===== src/rbw_pkg.sv =====
// Behaviour
// RQ1 - Combined request writes all before reading.
// RQ2 - Client orders combined fields read, write, count.
// RQ3 - Read quantity must be one to sixteen.
// RQ4 - Write quantity 1-16, byte count twice it.
// RQ5 - Two-byte fields travel high byte first.
// RQ6 - Combined success: unit, code, count, read words.
// RQ7 - Combined failure answers error code 97h.
// RQ8 - Write-multiple failure answers error code 90h.
// RQ9 - Bad register number gives exception 02h.
// RQ10 - Network register address plus one is used.
// RQ11 - Write-multiple success echoes start and quantity; the code echoes the start plus one, then the quantity.
// RQ12 - Write-multiple quantity 1-16, byte count twice.
// RQ13 - Bad byte count rejected, nothing written.
// RQ14 - Unit identifier copied into every response.
`default_nettype none
package rbw_pkg;

  // **************************************************************
  // Function and error codes.
  // **************************************************************
  localparam logic [7:0] RBW_FC_WR_MULTI = 8'h10;  // Write multiple registers.
  localparam logic [7:0] RBW_FC_RW_MULTI = 8'h17;  // Combined read/write.
  localparam logic [7:0] RBW_ERR_FLAG    = 8'h80;  // Or-ed into the code on failure.
  localparam logic [7:0] RBW_EXC_ADDR    = 8'h02;  // Register number invalid.
  localparam logic [7:0] RBW_EXC_VALUE   = 8'h03;  // Quantity or length invalid.

  // **************************************************************
  // Request layout: byte positions within the frame.
  // **************************************************************
  localparam logic [7:0] RBW_POS_UNIT  = 8'h00;  // Unit identifier.
  localparam logic [7:0] RBW_POS_FC    = 8'h01;  // Function code.
  localparam logic [7:0] RBW_POS_F1    = 8'h02;  // First two-byte field.
  localparam logic [7:0] RBW_POS_F2    = 8'h04;  // Second two-byte field.
  localparam logic [7:0] RBW_POS_F3    = 8'h06;  // Third two-byte field.
  localparam logic [7:0] RBW_POS_F4    = 8'h08;  // Fourth two-byte field.
  localparam logic [7:0] RBW_POS_BC10  = 8'h06;  // Byte count, write multiple.
  localparam logic [7:0] RBW_POS_BC17  = 8'h0a;  // Byte count, combined.
  localparam logic [7:0] RBW_BASE10    = 8'h07;  // First value byte, write multiple.
  localparam logic [7:0] RBW_BASE17    = 8'h0b;  // First value byte, combined.

  // **************************************************************
  // Limits, response lengths and reset values.
  // **************************************************************
  localparam logic [15:0] RBW_QTY_MIN   = 16'h0001;  // Fewest registers per request.
  localparam logic [15:0] RBW_QTY_MAX   = 16'h0010;  // Most registers per request.
  localparam logic [5:0]  RBW_LEN_ERR   = 6'h03;     // Error response length.
  localparam logic [5:0]  RBW_LEN_WR_OK = 6'h06;     // Write-multiple response length.
  localparam logic [5:0]  RBW_LEN_HDR   = 6'h03;     // Combined response header length.
  localparam logic [15:0] RBW_RST_WORD  = 16'h0000;  // Reset value of field registers.
  localparam logic [7:0]  RBW_RST_BYTE  = 8'h00;     // Reset value of byte registers.

endpackage : rbw_pkg
`default_nettype wire


===== src/rbw_word_buf.sv =====
`timescale 1ns/1ps
`default_nettype none
// **************************************************************
// Small word store shared by write values and read results.
// **************************************************************
module rbw_word_buf #(
  parameter int W     = 16,  // Word width.
  parameter int DEPTH = 16,  // Number of words.
  parameter int AW    = 4    // Index width.
) (
  input  wire logic          clk_in,      // System clock.
  input  wire logic          wr_en_in,    // Store strobe.
  input  wire logic [AW-1:0] wr_idx_in,   // Store index.
  input  wire logic [W-1:0]  wr_data_in,  // Store data.
  input  wire logic [AW-1:0] rd_idx_in,   // Fetch index.
  output logic      [W-1:0]  rd_data_out  // Fetched word.
);

  logic [W-1:0] mem [DEPTH];  // Storage array; contents are don't-care after reset.

  // Writes land on the clock edge.
  always_ff @(posedge clk_in) begin
    if (wr_en_in) begin
      mem[wr_idx_in] <= wr_data_in;
    end
  end

  // Reads are asynchronous so the caller sees the word in the same cycle.
  assign rd_data_out = mem[rd_idx_in];

endmodule : rbw_word_buf
`default_nettype wire


===== src/rbw_span_chk.sv =====
`timescale 1ns/1ps
`default_nettype none
// **************************************************************
// Checks that a block of holding registers lies inside the map.
// **************************************************************
module rbw_span_chk #(
  parameter logic [15:0] FIRST = 16'h0001,  // Lowest holding register present.
  parameter logic [15:0] LAST  = 16'h0fff   // Highest holding register present.
) (
  input  wire logic [15:0] start_in,  // Network start address, zero based.
  input  wire logic [15:0] qty_in,    // Number of registers.
  output logic             ok_out     // High when every register exists.
);

  logic [16:0] first_hold;  // First holding register, one based.
  logic [16:0] last_hold;   // Last holding register, one based.

  // The network address is bumped by one before it is judged. [RQ10]
  assign first_hold = {1'b0, start_in} + 17'h00001;
  assign last_hold  = {1'b0, start_in} + {1'b0, qty_in};

  // Seventeen-bit sums keep a wrap past the top from looking valid.
  assign ok_out = (first_hold >= {1'b0, FIRST}) && (last_hold <= {1'b0, LAST});

endmodule : rbw_span_chk
`default_nettype wire


===== src/rbw_handler.sv =====
`timescale 1ns/1ps
`default_nettype none
// **************************************************************
// Request handler for write-multiple and combined read/write.
// **************************************************************
module rbw_handler
  import rbw_pkg::*;
#(
  parameter logic [15:0] REG_FIRST = 16'h0001,  // Lowest holding register present.
  parameter logic [15:0] REG_LAST  = 16'h0fff   // Highest holding register present.
) (
  input  wire logic        clk_in,         // 200 MHz system clock.
  input  wire logic        sys_rst_in,     // Synchronous reset, active high.
  input  wire logic        rx_valid_in,    // Request byte present.
  input  wire logic [7:0]  rx_data_in,     // Request byte.
  input  wire logic        rx_last_in,     // Last byte of the request.
  output logic             rx_ready_out,   // Handler takes request bytes.
  output logic             tx_valid_out,   // Response byte present.
  output logic [7:0]       tx_data_out,    // Response byte.
  output logic             tx_last_out,    // Last byte of the response.
  input  wire logic        tx_ready_in,    // Sink takes the response byte.
  output logic             reg_req_out,    // Register access request.
  output logic             reg_we_out,     // High for write, low for read.
  output logic [15:0]      reg_addr_out,   // Holding register number.
  output logic [15:0]      reg_wdata_out,  // Value to write.
  input  wire logic        reg_ack_in,     // Access done this cycle.
  input  wire logic [15:0] reg_rdata_in    // Value read, valid with ack.
);

  // **************************************************************
  // State and request fields.
  // **************************************************************
  typedef enum logic [2:0] {
    RBW_S_RX    = 3'b000,  // Collect request bytes.
    RBW_S_CHECK = 3'b001,  // Validate the parsed request.
    RBW_S_WRITE = 3'b010,  // Write the supplied values.
    RBW_S_READ  = 3'b011,  // Read the requested registers.
    RBW_S_RESP  = 3'b100,  // Prepare the first response byte.
    RBW_S_TX    = 3'b101   // Send the response.
  } rbw_state_e;

  rbw_state_e  state_r;    // Current state.
  logic [7:0]  unit_r;     // Unit identifier, echoed back.
  logic [7:0]  fc_r;       // Function code.
  logic [15:0] rstart_r;   // Read start, network address.
  logic [15:0] rqty_r;     // Read quantity.
  logic [15:0] wstart_r;   // Write start, network address.
  logic [15:0] wqty_r;     // Write quantity.
  logic [7:0]  bc_r;       // Write byte count.
  logic [7:0]  idx_r;      // Bytes received, saturating.
  logic [7:0]  hi_r;       // High byte of a value in flight.
  logic        err_r;      // Response is an error.
  logic [7:0]  exc_r;      // Exception code.
  logic [4:0]  cnt_r;      // Registers done in this phase.
  logic [15:0] addr_r;     // Register address being accessed.
  logic [5:0]  tidx_r;     // Response byte being offered.
  logic [5:0]  tlen_r;     // Response length.
  logic        tvalid_r;   // Response byte valid.
  logic [7:0]  tdata_r;    // Response byte.

  logic        is17;       // Combined request.
  logic [7:0]  base;       // First value byte of this frame type.
  logic [8:0]  off;        // Offset of the byte into the value field.
  logic        val_byte;   // Current byte belongs to a stored value.
  logic        rx_take;    // Request byte taken this cycle.
  logic        w_ok;       // Write span exists.
  logic        r_ok;       // Read span exists.
  logic        qty_bad;    // Quantity or byte count wrong.
  logic        buf_we;     // Store strobe into the word buffer.
  logic [3:0]  buf_widx;   // Store index.
  logic [15:0] buf_wdata;  // Store data.
  logic [3:0]  buf_ridx;   // Fetch index.
  logic [15:0] buf_rdata;  // Fetched word.
  logic [5:0]  tidx_nxt;   // Next response byte index.
  logic [5:0]  roff;       // Offset of the next response byte into the read words.
  logic [7:0]  tbyte_nxt;  // Next response byte.
  logic        phase_end;  // Last access of the current phase acknowledged.

  assign is17     = (fc_r == RBW_FC_RW_MULTI);
  assign base     = is17 ? RBW_BASE17 : RBW_BASE10;
  assign off      = {1'b0, idx_r} - {1'b0, base};
  assign val_byte = (idx_r >= base) && (off < 9'h020);
  assign rx_take  = (state_r == RBW_S_RX) && rx_valid_in;

  // **************************************************************
  // Span checks and the shared word buffer.
  // **************************************************************
  rbw_span_chk #(.FIRST(REG_FIRST), .LAST(REG_LAST)) u_wchk (
    .start_in (wstart_r),
    .qty_in   (wqty_r),
    .ok_out   (w_ok)
  );

  rbw_span_chk #(.FIRST(REG_FIRST), .LAST(REG_LAST)) u_rchk (
    .start_in (rstart_r),
    .qty_in   (rqty_r),
    .ok_out   (r_ok)
  );

  // Write values fill the buffer on receive; read results reuse it afterwards.
  assign buf_we    = (rx_take && val_byte && off[0]) ||
                     ((state_r == RBW_S_READ) && reg_ack_in);
  assign buf_widx  = (state_r == RBW_S_READ) ? cnt_r[3:0] : off[4:1];
  assign buf_wdata = (state_r == RBW_S_READ) ? reg_rdata_in : {hi_r, rx_data_in};  // [RQ5]
  // Read words start at response byte three, so two bytes share one word. [RQ6]
  assign roff      = tidx_nxt - 6'h03;
  assign buf_ridx  = (state_r == RBW_S_WRITE) ? cnt_r[3:0] : roff[4:1];

  rbw_word_buf #(.W(16), .DEPTH(16), .AW(4)) u_buf (
    .clk_in      (clk_in),
    .wr_en_in    (buf_we),
    .wr_idx_in   (buf_widx),
    .wr_data_in  (buf_wdata),
    .rd_idx_in   (buf_ridx),
    .rd_data_out (buf_rdata)
  );

  // **************************************************************
  // Request parsing.
  // **************************************************************
  // Fields are taken by byte position; the combined layout is read start,
  // read quantity, write start, write quantity, then byte count. [RQ2]
  always_ff @(posedge clk_in) begin
    if (sys_rst_in) begin
      unit_r   <= RBW_RST_BYTE;
      fc_r     <= RBW_RST_BYTE;
      rstart_r <= RBW_RST_WORD;
      rqty_r   <= RBW_RST_WORD;
      wstart_r <= RBW_RST_WORD;
      wqty_r   <= RBW_RST_WORD;
      bc_r     <= RBW_RST_BYTE;
      hi_r     <= RBW_RST_BYTE;
      idx_r    <= RBW_RST_BYTE;
    end else if (rx_take) begin
      // Saturate so an overlong frame can never alias a short one.
      idx_r <= rx_last_in ? RBW_RST_BYTE : ((idx_r == 8'hff) ? idx_r : idx_r + 8'h01);
      if (idx_r == RBW_POS_UNIT) begin
        unit_r <= rx_data_in;
      end
      if (idx_r == RBW_POS_FC) begin
        fc_r <= rx_data_in;
      end
      // High byte lands first, low byte second. [RQ5]
      if (is17) begin
        if (idx_r == RBW_POS_F1) rstart_r[15:8] <= rx_data_in;
        if (idx_r == RBW_POS_F1 + 8'h01) rstart_r[7:0] <= rx_data_in;
        if (idx_r == RBW_POS_F2) rqty_r[15:8] <= rx_data_in;
        if (idx_r == RBW_POS_F2 + 8'h01) rqty_r[7:0] <= rx_data_in;
        if (idx_r == RBW_POS_F3) wstart_r[15:8] <= rx_data_in;
        if (idx_r == RBW_POS_F3 + 8'h01) wstart_r[7:0] <= rx_data_in;
        if (idx_r == RBW_POS_F4) wqty_r[15:8] <= rx_data_in;
        if (idx_r == RBW_POS_F4 + 8'h01) wqty_r[7:0] <= rx_data_in;
        if (idx_r == RBW_POS_BC17) bc_r <= rx_data_in;
      end else begin
        if (idx_r == RBW_POS_F1) wstart_r[15:8] <= rx_data_in;
        if (idx_r == RBW_POS_F1 + 8'h01) wstart_r[7:0] <= rx_data_in;
        if (idx_r == RBW_POS_F2) wqty_r[15:8] <= rx_data_in;
        if (idx_r == RBW_POS_F2 + 8'h01) wqty_r[7:0] <= rx_data_in;
        if (idx_r == RBW_POS_BC10) bc_r <= rx_data_in;
      end
      if (val_byte && !off[0]) begin
        hi_r <= rx_data_in;
      end
    end
  end

  // Quantity limits and byte count against quantity; frame length is checked separately. [RQ3] [RQ4] [RQ12]
  assign qty_bad = (wqty_r < RBW_QTY_MIN) || (wqty_r > RBW_QTY_MAX) ||
                   ({8'h00, bc_r} != {wqty_r[14:0], 1'b0}) ||
                   (is17 && ((rqty_r < RBW_QTY_MIN) || (rqty_r > RBW_QTY_MAX)));

  // The received length is checked by counting the bytes in a separate register.
  logic [8:0] len_r;  // Bytes in the completed frame.

  always_ff @(posedge clk_in) begin
    if (sys_rst_in) begin
      len_r <= 9'h000;
    end else if (rx_take) begin
      len_r <= {1'b0, idx_r} + 9'h001;
    end
  end

  // **************************************************************
  // Sequencer: check, write, read, respond.
  // **************************************************************
  assign phase_end = reg_ack_in && ({11'h000, cnt_r} + 16'h0001 ==
                     ((state_r == RBW_S_WRITE) ? wqty_r : rqty_r));

  always_ff @(posedge clk_in) begin
    if (sys_rst_in) begin
      state_r <= RBW_S_RX;
      err_r   <= 1'b0;
      exc_r   <= RBW_RST_BYTE;
      cnt_r   <= 5'h00;
      addr_r  <= RBW_RST_WORD;
    end else begin
      case (state_r)
        RBW_S_RX: begin
          if (rx_take && rx_last_in) begin
            state_r <= RBW_S_CHECK;
          end
        end
        RBW_S_CHECK: begin
          cnt_r  <= 5'h00;
          addr_r <= wstart_r + 16'h0001;  // [RQ10]
          if (fc_r != RBW_FC_WR_MULTI && !is17) begin
            // Other function codes belong to other handlers; drop silently.
            state_r <= RBW_S_RX;
          end else if (qty_bad || (len_r != {1'b0, base} + {1'b0, bc_r})) begin
            // Nothing is written when the count disagrees. [RQ13]
            err_r   <= 1'b1;
            exc_r   <= RBW_EXC_VALUE;
            state_r <= RBW_S_RESP;
          end else if (!w_ok || (is17 && !r_ok)) begin
            err_r   <= 1'b1;
            exc_r   <= RBW_EXC_ADDR;  // [RQ9]
            state_r <= RBW_S_RESP;
          end else begin
            err_r   <= 1'b0;
            state_r <= RBW_S_WRITE;
          end
        end
        RBW_S_WRITE: begin
          if (phase_end) begin
            // Reads start only after the last write is acknowledged. [RQ1]
            cnt_r   <= 5'h00;
            addr_r  <= rstart_r + 16'h0001;  // [RQ10]
            state_r <= is17 ? RBW_S_READ : RBW_S_RESP;
          end else if (reg_ack_in) begin
            cnt_r  <= cnt_r + 5'h01;
            addr_r <= addr_r + 16'h0001;
          end
        end
        RBW_S_READ: begin
          if (phase_end) begin
            state_r <= RBW_S_RESP;
          end else if (reg_ack_in) begin
            cnt_r  <= cnt_r + 5'h01;
            addr_r <= addr_r + 16'h0001;
          end
        end
        RBW_S_RESP: begin
          state_r <= RBW_S_TX;
        end
        RBW_S_TX: begin
          if (tx_ready_in && tidx_r == tlen_r - 6'h01) begin
            state_r <= RBW_S_RX;
          end
        end
        default: begin
          state_r <= RBW_S_RX;
        end
      endcase
    end
  end

  // Register port: request held until acknowledged.
  assign reg_req_out   = (state_r == RBW_S_WRITE) || (state_r == RBW_S_READ);
  assign reg_we_out    = (state_r == RBW_S_WRITE);
  assign reg_addr_out  = addr_r;
  assign reg_wdata_out = buf_rdata;
  assign rx_ready_out  = (state_r == RBW_S_RX);

  // **************************************************************
  // Response builder.
  // **************************************************************
  assign tidx_nxt = (state_r == RBW_S_TX) ? tidx_r + 6'h01 : 6'h00;

  // Byte selector for the next response byte.
  always_comb begin
    tbyte_nxt = RBW_RST_BYTE;
    if (tidx_nxt == 6'h00) begin
      tbyte_nxt = unit_r;  // [RQ14]
    end else if (tidx_nxt == 6'h01) begin
      tbyte_nxt = err_r ? (fc_r | RBW_ERR_FLAG) : fc_r;  // [RQ7] [RQ8] [RQ11]
    end else if (err_r) begin
      tbyte_nxt = exc_r;
    end else if (!is17) begin
      // Echo the start as a holding register, then the quantity. [RQ11] [RQ10]
      case (tidx_nxt)
        6'h02:   tbyte_nxt = wstart_r[15:8] + {7'h00, &wstart_r[7:0]};
        6'h03:   tbyte_nxt = wstart_r[7:0] + 8'h01;
        6'h04:   tbyte_nxt = wqty_r[15:8];
        default: tbyte_nxt = wqty_r[7:0];
      endcase
    end else if (tidx_nxt == 6'h02) begin
      tbyte_nxt = {rqty_r[6:0], 1'b0};  // [RQ6]
    end else begin
      tbyte_nxt = tidx_nxt[0] ? buf_rdata[15:8] : buf_rdata[7:0];  // [RQ5] [RQ6]
    end
  end

  // Output stage: a byte stays put until the sink takes it.
  always_ff @(posedge clk_in) begin
    if (sys_rst_in) begin
      tvalid_r <= 1'b0;
      tdata_r  <= RBW_RST_BYTE;
      tidx_r   <= 6'h00;
      tlen_r   <= 6'h00;
    end else if (state_r == RBW_S_RESP) begin
      tvalid_r <= 1'b1;
      tdata_r  <= tbyte_nxt;
      tidx_r   <= 6'h00;
      tlen_r   <= err_r ? RBW_LEN_ERR :
                  (is17 ? RBW_LEN_HDR + {rqty_r[4:0], 1'b0} : RBW_LEN_WR_OK);
    end else if (state_r == RBW_S_TX && tx_ready_in) begin
      if (tidx_r == tlen_r - 6'h01) begin
        tvalid_r <= 1'b0;
      end else begin
        tdata_r <= tbyte_nxt;
        tidx_r  <= tidx_nxt;
      end
    end
  end

  assign tx_valid_out = tvalid_r;
  assign tx_data_out  = tdata_r;
  assign tx_last_out  = tvalid_r && (tidx_r == tlen_r - 6'h01);

  // **************************************************************
  // Assertions.
  // **************************************************************
  property p_wr_before_rd;
    @(posedge clk_in) disable iff (sys_rst_in)
      (reg_req_out && !reg_we_out) |->
        $past(state_r == RBW_S_WRITE, 1) || $past(state_r == RBW_S_READ, 1);
  endproperty
  a_wr_before_rd: assert property (p_wr_before_rd) else $error("read before writes done"); // [RQ1]

  property p_qty_ok;
    @(posedge clk_in) disable iff (sys_rst_in)
      (state_r == RBW_S_WRITE) |->
        (wqty_r >= 16'h0001 && wqty_r <= 16'h0010 && bc_r == {wqty_r[6:0], 1'b0});
  endproperty
  a_qty_ok: assert property (p_qty_ok) else $error("write with bad quantity or count"); // [RQ4]

  property p_rqty_ok;
    @(posedge clk_in) disable iff (sys_rst_in)
      (state_r == RBW_S_READ) |-> (rqty_r >= 16'h0001 && rqty_r <= 16'h0010);
  endproperty
  a_rqty_ok: assert property (p_rqty_ok) else $error("read with bad quantity"); // [RQ3]

  property p_err_no_write;
    @(posedge clk_in) disable iff (sys_rst_in)
      (state_r == RBW_S_CHECK && qty_bad) |=> (!reg_req_out [*2]);
  endproperty
  a_err_no_write: assert property (p_err_no_write) else $error("write after bad count"); // [RQ13]

  property p_addr_plus1;
    @(posedge clk_in) disable iff (sys_rst_in)
      (reg_req_out && reg_we_out) |-> (reg_addr_out == wstart_r + {11'h000, cnt_r} + 16'h0001);
  endproperty
  a_addr_plus1: assert property (p_addr_plus1) else $error("write address not one based"); // [RQ10]

  property p_unit_echo;
    @(posedge clk_in) disable iff (sys_rst_in)
      (state_r == RBW_S_RESP) |=> (tx_valid_out && tx_data_out == unit_r);
  endproperty
  a_unit_echo: assert property (p_unit_echo) else $error("unit identifier not echoed"); // [RQ14]

  property p_err_code;
    @(posedge clk_in) disable iff (sys_rst_in)
      (tx_valid_out && tidx_r == 6'h01 && err_r) |->
        (tx_data_out == (is17 ? 8'h97 : 8'h90)) && tlen_r == 6'h03;
  endproperty
  a_err_code: assert property (p_err_code) else $error("wrong error code"); // [RQ7] [RQ8]

  property p_exc_addr;
    @(posedge clk_in) disable iff (sys_rst_in)
      (state_r == RBW_S_CHECK && !qty_bad && !w_ok && !is17 && fc_r == 8'h10
       && len_r == {1'b0, base} + {1'b0, bc_r}) |=> (err_r && exc_r == 8'h02);
  endproperty
  a_exc_addr: assert property (p_exc_addr) else $error("bad address not reported as 02"); // [RQ9]

  property p_rw_count;
    @(posedge clk_in) disable iff (sys_rst_in)
      (tx_valid_out && tidx_r == 6'h02 && is17 && !err_r) |->
        (tx_data_out == {rqty_r[6:0], 1'b0} && tlen_r == 6'h03 + {rqty_r[4:0], 1'b0});
  endproperty
  a_rw_count: assert property (p_rw_count) else $error("combined byte count wrong"); // [RQ6]

  property p_wr_echo;
    @(posedge clk_in) disable iff (sys_rst_in)
      (tx_valid_out && tidx_r == 6'h01 && !err_r && !is17) |->
        (tx_data_out == 8'h10 && tlen_r == 6'h06);
  endproperty
  a_wr_echo: assert property (p_wr_echo) else $error("write response header wrong"); // [RQ11]

endmodule : rbw_handler
`default_nettype wire


===== config.mk =====
export PLATFORM = sky130hd
export DESIGN_NAME = rbw_handler
export DESIGN_NICKNAME = d
export VERILOG_FILES = /design/src/rbw_pkg.sv /design/src/rbw_word_buf.sv /design/src/rbw_span_chk.sv /design/src/rbw_handler.sv
export SDC_FILE = /design/constraint.sdc
export NUM_CORES = 1
export LEC_CHECK = 0
export ABC_AREA = 1
export BUFFER_PORTS_ARGS = -buffer_cell sky130_fd_sc_hd__buf_2
export CORE_MARGIN = 10
export CORE_UTILIZATION = 40
export DETAILED_ROUTE_END_ITERATION = 10
export PLACE_DENSITY_LB_ADDON = 0.08
export SYNTH_ARGS = -nofsm -noshare
export SYNTH_HDL_FRONTEND = slang
export SYNTH_SLANG_ARGS = --single-unit

===== constraint.sdc =====
create_clock -name clk_in -period 4.91 [get_ports clk_in]
set_input_delay 1.473 -clock clk_in [delete_from_list [all_inputs] [get_ports clk_in]]
set_output_delay 1.473 -clock clk_in [all_outputs]
set_load 0.005 [all_outputs]

# After elaboration in Yosys (flattened, before gate mapping)
# Memory sizes are Yosys's and may differ from the RTL's.
# Index checks and enable logic that the tools add are counted.
# W data, S select, Z words.
[word_totals] ff_bits=167 out_inout_bits=45 n_memories=1 word_cells=214 ramBits=256 rom_bits=0 latch_bits=0 inputBits=30
[classes] bitwise_logic=2 reduce_logical=62 shifts=0 order_cmp=10 add_sub_neg=19 n_mux=59 eq_ne=38 n_mul=0 n_div=0
[mem_list] memory="u_buf.mem" depth=16 word_bits=16 rd=1 rd_ports_with_merged_regs=0 write_ports=1 line_no="rbw_word_buf.sv:19" rtl="logic [W-1:0] mem [DEPTH];"
[ops] operator="$mux W8" count=24
[ops] operator="$mux W16" count=7
[ops] operator="$add A16 B1 Y16 const B" count=3
[ops] operator="$pmux W16 S3" count=1
[ops] operator="$add A16 B1 Y17 const B" count=2
[ops] operator="$add A16 B16 Y17" count=2
[ops] operator="$ge A17 B1 Y1 const B" count=2
[ops] operator="$le A17 B12 Y1 const B" count=2
[ops] operator="$eq A8 B3 Y1 const B" count=4
[ops] operator="$gt A16 B5 Y1 const B" count=2
[ops] operator="$lt A16 B1 Y1 const B" count=2
[ops] operator="$reduce_and A3 Y1" count=10
[ops] operator="$eq A8 B4 Y1 const B" count=3
[ops] operator="$mux W3" count=8
[ops] operator="$pmux W8 S3" count=1
[ops] operator="$mux W6" count=3
[ops] operator="$pmux W3 S6" count=1
[ops] operator="$reduce_and A2 Y1" count=9
[ops] operator="$add A8 B1 Y8 const B" count=2
[ops] operator="$eq A6 B16 Y1" count=1
[ops] operator="$eq A8 B2 Y1 const B" count=2
[ops] operator="$logic_and A1 B1 Y1" count=16
[ops] operator="$ne A2 B1 Y1 const B" count=8
[ops] operator="$ne A8 B16 Y1" count=1
[ops] operator="40 further kinds" count=74

# Logic depth before layout (Yosys ltp)
# Gate-level depths: netlist (run 1).
# An unclocked memory read counts as a cell.
[depth] depth_word=14 ltp_mapped=25 ltp_nobuf=23

# Cells and area by module
# From an unflattened synthesis (run 1), not the netlist that was laid out.
[hier_totals] cells_unflattened=3095 hier_area_um2=23462.5
[modules_own_cells] mod="rbw_word_buf" cells_each=1058 area_each_um2=11060.6 seq_area_each_um2=7687.4 n_inst=1
[modules_own_cells] mod="rbw_handler" cells_each=1496 area_each_um2=9769.4 seq_area_each_um2=3223.1 n_inst=1
[modules_own_cells] mod="rbw_span_chk at u_wchk" cells_each=272 area_each_um2=1323.8 seq_area_each_um2=0.0 n_inst=1
[modules_own_cells] mod="rbw_span_chk at u_rchk" cells_each=269 area_each_um2=1308.8 seq_area_each_um2=0.0 n_inst=1

# Worst setup path before layout (run 1)
# Ideal clock, no wire load.
[synth_timing] path_type="flip-flop to flip-flop" startpoint="reg fc_r[4]" endpoint="mem u_buf.mem[0][0], enable pin" synth_period_minus_slack_ns=4.056 arrival_time_ns=3.646 path_stages_with_launch=18 setup_time_ns=0.409 required_time_ns=4.501 setup_slack_ns=0.854 path_buffers=1 cell_sequence="dfxtp_1 -> inv_1 -> nor4_1 -> nand2_1 -> inv_1 -> clkbuf_1 -> ha_1 -> inv_1 -> o21ai_0 -> inv_1 -> nor2_1 -> o21ai_0 -> o2111ai_1 -> a31oi_1 -> nand3_1 -> o21ai_0 -> inv_1 -> nor3_1"
[synth_between] elab_chain_cells=10 elab_cells_between_ends=12 classes_between="add/sub: 1; order compare: 2; eq/ne: 1; mux: 4; reduce/logical: 4"
[synth_lines] element="start: declaration" line_no="rbw_handler.sv:44" rtl="logic [7:0] fc_r;"
[synth_lines] element="start signal: assignment" line_no="rbw_handler.sv:141" rtl="fc_r <= rx_data_in;"
[synth_lines] element="$eq A8 B5 Y1 (*)" line_no="rbw_handler.sv:79" rtl="assign is17 = (fc_r == RBW_FC_RW_MULTI);"
[synth_lines] element="$mux W4 (*)" line_no="rbw_handler.sv:80" rtl="assign base = is17 ? RBW_BASE17 : RBW_BASE10;"
[synth_lines] element="$sub A8 B4 Y9" line_no="rbw_handler.sv:81" rtl="assign off = {1'b0, idx_r} - {1'b0, base};"
[synth_lines] element="$lt A9 B6 Y1" line_no="rbw_handler.sv:82" rtl="assign val_byte = (idx_r >= base) && (off < 9'h020);"
[synth_lines] element="$logic_and A1 B1 Y1" line_no="rbw_handler.sv:82"
[synth_lines] element="$logic_and A1 B1 Y1 (2 in series)" line_no="rbw_handler.sv:101" rtl="assign buf_we = (rx_take && val_byte && off[0]) ||"
[synth_lines] element="$logic_or A1 B1 Y1" line_no="rbw_handler.sv:101"
[synth_lines] element="$mux W1" line_no="rbw_word_buf.sv:23" rtl="if (wr_en_in) begin"
[synth_lines] element="$mux W1 (implied by the code)" line_no="rbw_word_buf.sv:24" rtl="mem[wr_idx_in] <= wr_data_in;"
[synth_lines] element="end: declaration" line_no="rbw_word_buf.sv:19"
# Mark *: on every way between the ends. The rest lies on a longest branch, timed or not.

# Final worst setup path (run 1)
[layout_timing] startpoint="reg tidx_r[0]" endpoint="out reg_wdata_out[10]"
[layout_between] elab_chain_cells=5
[layout_lines] element="start: declaration" line_no="rbw_handler.sv:56" rtl="logic [5:0] tidx_r;"
[layout_lines] element="start signal: assignment" line_no="rbw_handler.sv:311" rtl="tidx_r <= tidx_nxt;"
[layout_lines] element="$add A6 B1 Y6" line_no="rbw_handler.sv:267" rtl="assign tidx_nxt = (state_r == RBW_S_TX) ? tidx_r + 6'h01 : 6'h00;"
[layout_lines] element="$mux W6" line_no="rbw_handler.sv:267"
[layout_lines] element="$sub A5 B2 Y5" line_no="rbw_handler.sv:106" rtl="assign roff = tidx_nxt - 6'h03;"
[layout_lines] element="$mux W4" line_no="rbw_handler.sv:107" rtl="assign buf_ridx = (state_r == RBW_S_WRITE) ? cnt_r[3:0] : roff[4:1];"
[layout_lines] element="$mem_v2 Z16 W16"
[layout_lines] element="end: declaration" line_no="rbw_handler.sv:25" rtl="output logic [15:0] reg_wdata_out,"
# Every way passes these cells.

==> run_results.csv, run 1 <==
group,metric,value,unit
finish,layout_commonest_cell,"nand2_1",
power_and_ir_drop,peakVddDrop,0.243,mV
global_routing,grt_use_met2,38.3,%
sta,drv_slew,0,
clocking,clk_pin_slew,60,ps
place,dp_hpwl,51100,µm
power_and_ir_drop,p_leak,10.2,nW
run_status,status,"completed",
synth,synth-compound-area-share,12.4,%
clocking,cts_root_buf,"clkbuf_16",
global_routing,grt.overflow.total,0,
finish,area_growth,15.2,%
sta,fin_skew,40.2,ps
clocking,cts.path.max_buffers,3,
route,route.vias.total,18900,
synth,synth_xor_area_share,2.36,%
global_routing,grt_util_all_layers,22.5,%
synth,syn_inst,2645,
critical_path,critPathKind,"reg2out",
sta,finalCritPeriodShare,95.7,%
synth,synthesis.nets,2734,
critical_path,path_cells,"ha_4 > nand2_1 > ha_1 > inv_1 > nand2_1 > nand2_4 > buf_16 > nand2_1 > nand4_1 > nand3_1 > nand3_1 > o21ai_1 > inv_1 > buf_2",
synth,seq_area_frac_synth,49.9,%
synth,async_reset_ff_share,0,%
synth,ys_seq_elements,417,
global_routing,use_met3,2.93,%
sta,fin_setup_tns,0,ps
power_and_ir_drop,power_density,322,nW/µm²
place,post_dp_cell_area,23100,µm²
floorplanning,start_util,40.5,%
route,drt_iter0_markers,1484,
critical_path,r2r_start,"fc_r[4]$_SDFFE_PP0P_",
global_routing,grt_pass1_wl,110000,µm
critical_path,critPathBufInv,4,
synth,yosys.area_share.simple,25.2,%
synth,synth_area_leaders,"edfxtp_1 35%, dfxtp_1 15%, nand2_1 12%",
power_and_ir_drop,finalPower,0.00810,W
route,via_per_inst,5.45,
synth,syn_area_per_cell,8.27,µm²
synth,synth_fa_ha_area_share,3.44,%
place,dp_cells,3363,
critical_path,cp_slowest_cell,"dfxtp_1",
sta,rsz0062_at_grt,"false",
finish,mostFrequentLayoutCells,"687 x nand2_1, 320 x nand3_1, 256 x edfxtp_1",
sta,finalHoldViolations,0,
sta,post-route-min-period,4700,ps
clocking,cts_buffers,48,
critical_path,worstPathArrival,3220,ps
route,drtPass1Iterations,5,
global_routing,busiest_layer,"met2",
place,io_buffers,74,
floorplanning,fp.dieH,254,µm
floorplanning,ioPinCount,75,
synth,syn_area,21900,µm²
critical_path,start_kind,"flip-flop",
route,wire_per_inst,21.5,µm
clocking,numClockSinks,417,
critical_path,cp_num_cells,14,
floorplanning,core,54000,µm²
finish,final_cells,3462,
floorplanning,row_count,85,
global_routing,grt_pass1_vias,18100,
finish,antennaDiodeCount,0,
critical_path,crit_family,"simple AND/OR/NAND/NOR gates",
finish,drive_above_1_share,10.8,%
synth,yosys_warnings,0,
critical_path,cp-end-kind,"output pin",
sta,fmax,213,MHz
floorplanning,dieArea,64400,µm²
critical_path,slowest_delay,410,ps
critical_path,cp_max_fo,31,
clocking,insertion_delay,610,ps
job,maxCapViolCount,0,
critical_path,crit_path_end,"reg_wdata_out[10]",
critical_path,startpoint,"tidx_r[0]$_SDFFE_PP0P_",
worst_hold_path,hold_class,"reg2reg",
synth,yosys.area.top_type,"edfxtp_1",
place,gp_congestion,0.929,
critical_path,cp.required,3440,ps
finish,nets,2815,
clocking,cts_tree,"built",
floorplanning,fp.dieW,254,µm
route,wl,74400,µm
route,drc,0,
critical_path,r2r_slack,900,ps
route,drtAntennaViolNets,0,
sta,setup_viol,0,
synth,muxShareOfSynthArea,0.0458,%
synth,synth_top_flop_cell,"edfxtp_1",
global_routing,grt_use_met1,28.6,%
critical_path,timing.rr.end,"u_buf.mem[6][15]$_DFFE_PP_",
synth,synth-edff-count,256,
sta,tightest_slew,1120,ps
synth,synth_top_area_share,35.1,%
synth,synth.distinct_cells,59,
global_routing,grt_antenna_before_repair,0,
global_routing,grt_max_degree,63,
sta,slew_headroom,25.1,%
clocking,h-tree-depth,2,
critical_path,rr_worst_depth,15,
critical_path,timing.critical_path.mode_cell,"nand2_1",
finish,final_area,25200,µm²
synth,synth_top_family_by_area,"simple AND/OR/NAND/NOR gates",
clocking,hold_buffers,0,
-- repair_timing --
action                     in CTS  in global routing
cloned                          3                  4
resized for setup               7                 14
setup buffers                   0                  2
setup endpoints to repair      16                 16
pin swaps                       1                  2
-- state kept, by name, indices dropped and copies added, names as in the netlist, 9 cells and up --
signal        count
len_r             9
reg_addr_out     16
rqty_r           16
rstart_r         16
u_buf.mem       256
wqty_r           16
wstart_r         16
-- area by class of cell --
| class | count | area [µm²] |
|---|---|---|
| clock inverters | 30 | 477 |
| repair buffers | 137 | 1030 |
| multi-input cells | 1896 | 9690 |
| fillers | 5263 | 28800 |
| clock buffers | 60 | 1360 |
| inverters | 226 | 856 |
| flip-flops and latches | 417 | 10900 |
| well taps | 696 | 871 |
-- cells in the mapped netlist, drive strengths merged (13+ instances only) --
master	instances
xnor2	13
nand4	34
edfxtp	256
nand3	326
o21ai	214
nor2	168
a21oi	218
xor2	45
inv	225
dfxtp	161
nand2	697
nor3	29
ha	57
clkbuf	40
buf	69
o211ai	13
-- logic make-up (layout without fill, tap and decap cells) --
kind of cell | after synthesis | after routing
AND/OR/NAND/NOR | 1278 | 1281
AO/OA/AOI/OAI | 497 | 497
XOR/XNOR | 58 | 58
flip-flops | 417 | 417
adder cells (fa/ha/maj) | 59 | 59
buffers and inverters | 335 | 453
multiplexers | 1 | 1
-- tightest hold or removal path, delay by kind of cell (launching register included) --
family	cells	cell delay (ps)
compound gates	1	50
buf+inv	1	50
flops	1	310
-- stage by stage --
step | setup WS [ps] | hold slack [ps] | utilization, %
after global placement | 515 | 437 | 42.8
final | 213 | 452 | 46.6
after floorplan | 854 | 425 | -
after global routing | 16.9 | 482 | 46.6
after CTS | 26.6 | 449 | 46.4
after detailed placement | 394 | 440 | 42.8
-- report_power, final --
| group | switching, W | total, W | leakage, nW | internal (W) |
|---|---|---|---|---|
| logic | 0.000177 | 0.000244 | 5.63 | 0.0000673 |
| registers | 0.0000283 | 0.00375 | 3.64 | 0.00372 |
| clock network | 0.00156 | 0.00411 | 0.897 | 0.00255 |
| total | 0.00177 | 0.00810 | 10.2 | 0.00634 |
-- how the worst min path moves through the flow --
stage / depth (start not counted) / start / to
3_5_place_dp: 2 / exc_r[1]$_SDFFE_PP0P_ / exc_r[1]$_SDFFE_PP0P_
6_report: 2 / exc_r[1]$_SDFFE_PP0P_ / exc_r[1]$_SDFFE_PP0P_
3_3_place_gp: 2 / exc_r[1]$_SDFFE_PP0P_ / exc_r[1]$_SDFFE_PP0P_
4_1_cts: 2 / exc_r[1]$_SDFFE_PP0P_ / exc_r[1]$_SDFFE_PP0P_
5_1_grt: 2 / hi_r[6]$_SDFFE_PP0P_ / hi_r[6]$_SDFFE_PP0P_
2_1_floorplan: 2 / hi_r[0]$_SDFFE_PP0P_ / hi_r[0]$_SDFFE_PP0P_
-- layer usage --
| metal | vias up | part of all wire, % | wire [µm] |
|---|---|---|---|
| li1 | 9191 | - | - |
| met1 | 9052 | 43 | 32300 |
| met2 | 502 | 48 | 35600 |
| met3 | 124 | 5.3 | 3920 |
| met4 | 0 | 3.4 | 2550 |
| met5 | - | 0 | 0 |
No activity file was read; power rests on OpenSTA's default activity.
==> inputs of run 2 (changes only) <==
- CTS_BUF_LIST: default -> sky130_fd_sc_hd__clkbuf_16
==> run 2 against run 1 <==
Against the previous run: routed wire length about the same; hold slack improved by 1.4 ps; sequential cell count is the same; critical path depth is 2 higher; critical path type unchanged; critical endpoint unchanged; largest power group unchanged.
==> run_results.csv, run 2 (synthesized netlist as in run 1, its figures left out) <==
group,metric,value,unit
run_status,status,"completed",
global_routing,grt_util_all_layers,22.5,%
global_routing,grt_max_degree,63,
route,drtAntennaViolNets,0,
worst_hold_path,hold_class,"reg2reg",
floorplanning,core,54000,µm²
route,wire_per_inst,21.5,µm
critical_path,critPathKind,"reg2out",
power_and_ir_drop,p_leak,10.1,nW
global_routing,grt_use_met1,28.6,%
sta,finalHoldViolations,0,
global_routing,use_met3,2.90,%
finish,regMostFlops,"u_buf.mem",
critical_path,slowest_delay,370,ps
place,dp_hpwl,51100,µm
clocking,h-tree-depth,2,
sta,fin_setup_tns,0,ps
global_routing,grt.overflow.total,0,
sta,setup_viol,0,
finish,final_cells,3462,
critical_path,critPathBufInv,6,
finish,antennaDiodeCount,0,
finish,largest_register_ffs,256,
finish,mostFrequentLayoutCells,"687 x nand2_1, 320 x nand3_1, 256 x edfxtp_1",
sta,drv_slew,0,
floorplanning,fp.dieW,254,µm
critical_path,start_kind,"flip-flop",
sta,slew_headroom,26.1,%
route,drc,0,
critical_path,cp-end-kind,"output pin",
global_routing,grt_use_met2,38.5,%
global_routing,grt_antenna_before_repair,0,
place,dp_cells,3363,
place,io_buffers,74,
floorplanning,row_count,85,
sta,finalCritPeriodShare,95.9,%
global_routing,busiest_layer,"met2",
power_and_ir_drop,peakVddDrop,0.243,mV
sta,rsz0062_at_grt,"false",
finish,drive_above_1_share,10.5,%
route,drtPass1Iterations,5,
critical_path,cp_slowest_cell,"dfxtp_2",
finish,area_growth,14.8,%
sta,fin_skew,38.9,ps
clocking,numClockSinks,417,
job,maxCapViolCount,0,
clocking,cts.path.max_buffers,3,
critical_path,worstPathArrival,3240,ps
global_routing,grt_pass1_wl,110000,µm
critical_path,cp.required,3440,ps
finish,n_fill_cell,5273,
floorplanning,dieArea,64400,µm²
finish,layout_commonest_cell,"nand2_1",
critical_path,path_cells,"inv_2 > nand3_4 > inv_4 > nand2_1 > ha_1 > inv_1 > nand2_1 > nand2_4 > buf_16 > nand2_1 > nand4_1 > nand3_1 > nand3_1 > o21ai_1 > inv_1 > buf_2",
critical_path,timing.critical_path.mode_cell,"nand2_1",
finish,post-route-util,46.5,%
clocking,cts_tree,"built",
route,wl,74400,µm
floorplanning,start_util,40.5,%
power_and_ir_drop,power_density,316,nW/µm²
finish,nets,2815,
floorplanning,ioPinCount,75,
critical_path,crit_family,"simple AND/OR/NAND/NOR gates",
critical_path,cp_max_fo,31,
clocking,cts_buffers,48,
route,via_per_inst,5.46,
clocking,hold_buffers,0,
clocking,clk_pin_slew,60,ps
route,route.vias.total,18900,
sta,tightest_slew,1100,ps
sta,post-route-min-period,4710,ps
floorplanning,fp.dieH,254,µm
finish,final-seq-area,10900,µm²
sta,fmax,212,MHz
route,drt_iter0_markers,1478,
place,gp_congestion,0.929,
global_routing,grt_pass1_vias,18100,
finish,multi_input_area,9690,µm²
clocking,cts_root_buf,"clkbuf_16",
clocking,insertion_delay,610,ps
-- run 2: cell count changes in the layout (fill, tap and decap cells not counted), sizes merged --
| cell | change |
|---|---|
| clkinv | +9 |
| inv | +2 |
| clkbuf | -11 |
-- run 2: timing repair --
action / CTS / global route
gates resized for setup: 7 / 14
pin swaps: 1 / 2
buffers inserted: 0 / 2
gates cloned: 3 / 4
endpoints found under the hold margin: 0 / 0
setup endpoints to repair: 16 / 16
-- run 2: where the power goes --
group / leakage (nW) / total [W] / switching [W] / internal [W]
Clock: 0.854 / 0.00395 / 0.00155 / 0.00240
Sequential: 3.64 / 0.00375 / 0.0000283 / 0.00372
Combinational: 5.63 / 0.000244 / 0.000177 / 0.0000673
Total: 10.1 / 0.00794 / 0.00175 / 0.00619
-- run 2: per-layer routing --
layer	vias up	wire length, µm
met1	9022	32100
met5	-	0
li1	9188	-
met3	126	4170
met4	0	2550
met2	554	35600
-- run 2: per-stage QoR --
step | hold WS, ps | setup WS (ps) | cell area, µm² | total power [W]
floorplan | 425 | 854 | 21900 | 0.00395
global placement | 437 | 515 | 23100 | 0.00406
detailed placement | 440 | 394 | 23100 | 0.00406
CTS | 449 | 26.6 | 25000 | 0.00800
global route | 482 | 16.9 | 25100 | 0.00817
finish | 454 | 201 | 25100 | 0.00794
-- run 2: area by class of cell --
class / instances / share of cell area, %
clock inverter: 41 / 2.06
multi-input combinational: 1896 / 38.6
tap: 696 / 3.47
sequential: 417 / 43.5
inverter: 226 / 3.41
clock buffer: 49 / 4.88
timing repair buffer: 137 / 4.12
-- run 2: worst paths after layout --
| check | start | to | slack [ps] | depth (start not counted) |
|---|---|---|---|---|
| hold reg to reg | exc_r[1]$_SDFFE_PP0P_ | exc_r[1]$_SDFFE_PP0P_ | 450 | 2 |
| setup / recovery | state_r[1]$_SDFFE_PP0P_ | reg_wdata_out[10] | 200 | 16 |
| hold / removal | exc_r[1]$_SDFFE_PP0P_ | exc_r[1]$_SDFFE_PP0P_ | 450 | 2 |
| setup reg to reg | fc_r[4]$_SDFFE_PP0P_ | u_buf.mem[6][15]$_DFFE_PP_ | 910 | 15 |
-- run 2: worst reg2reg max path: cells and delay by family (launching register included) --
kind | cells | cell delay [ps]
adders and majority gates | 1 | 360
buffers and inverters | 4 | 630
AOI/OAI and AO/OA | 4 | 770
DFF | 1 | 350
and+or+nand+nor | 6 | 1630
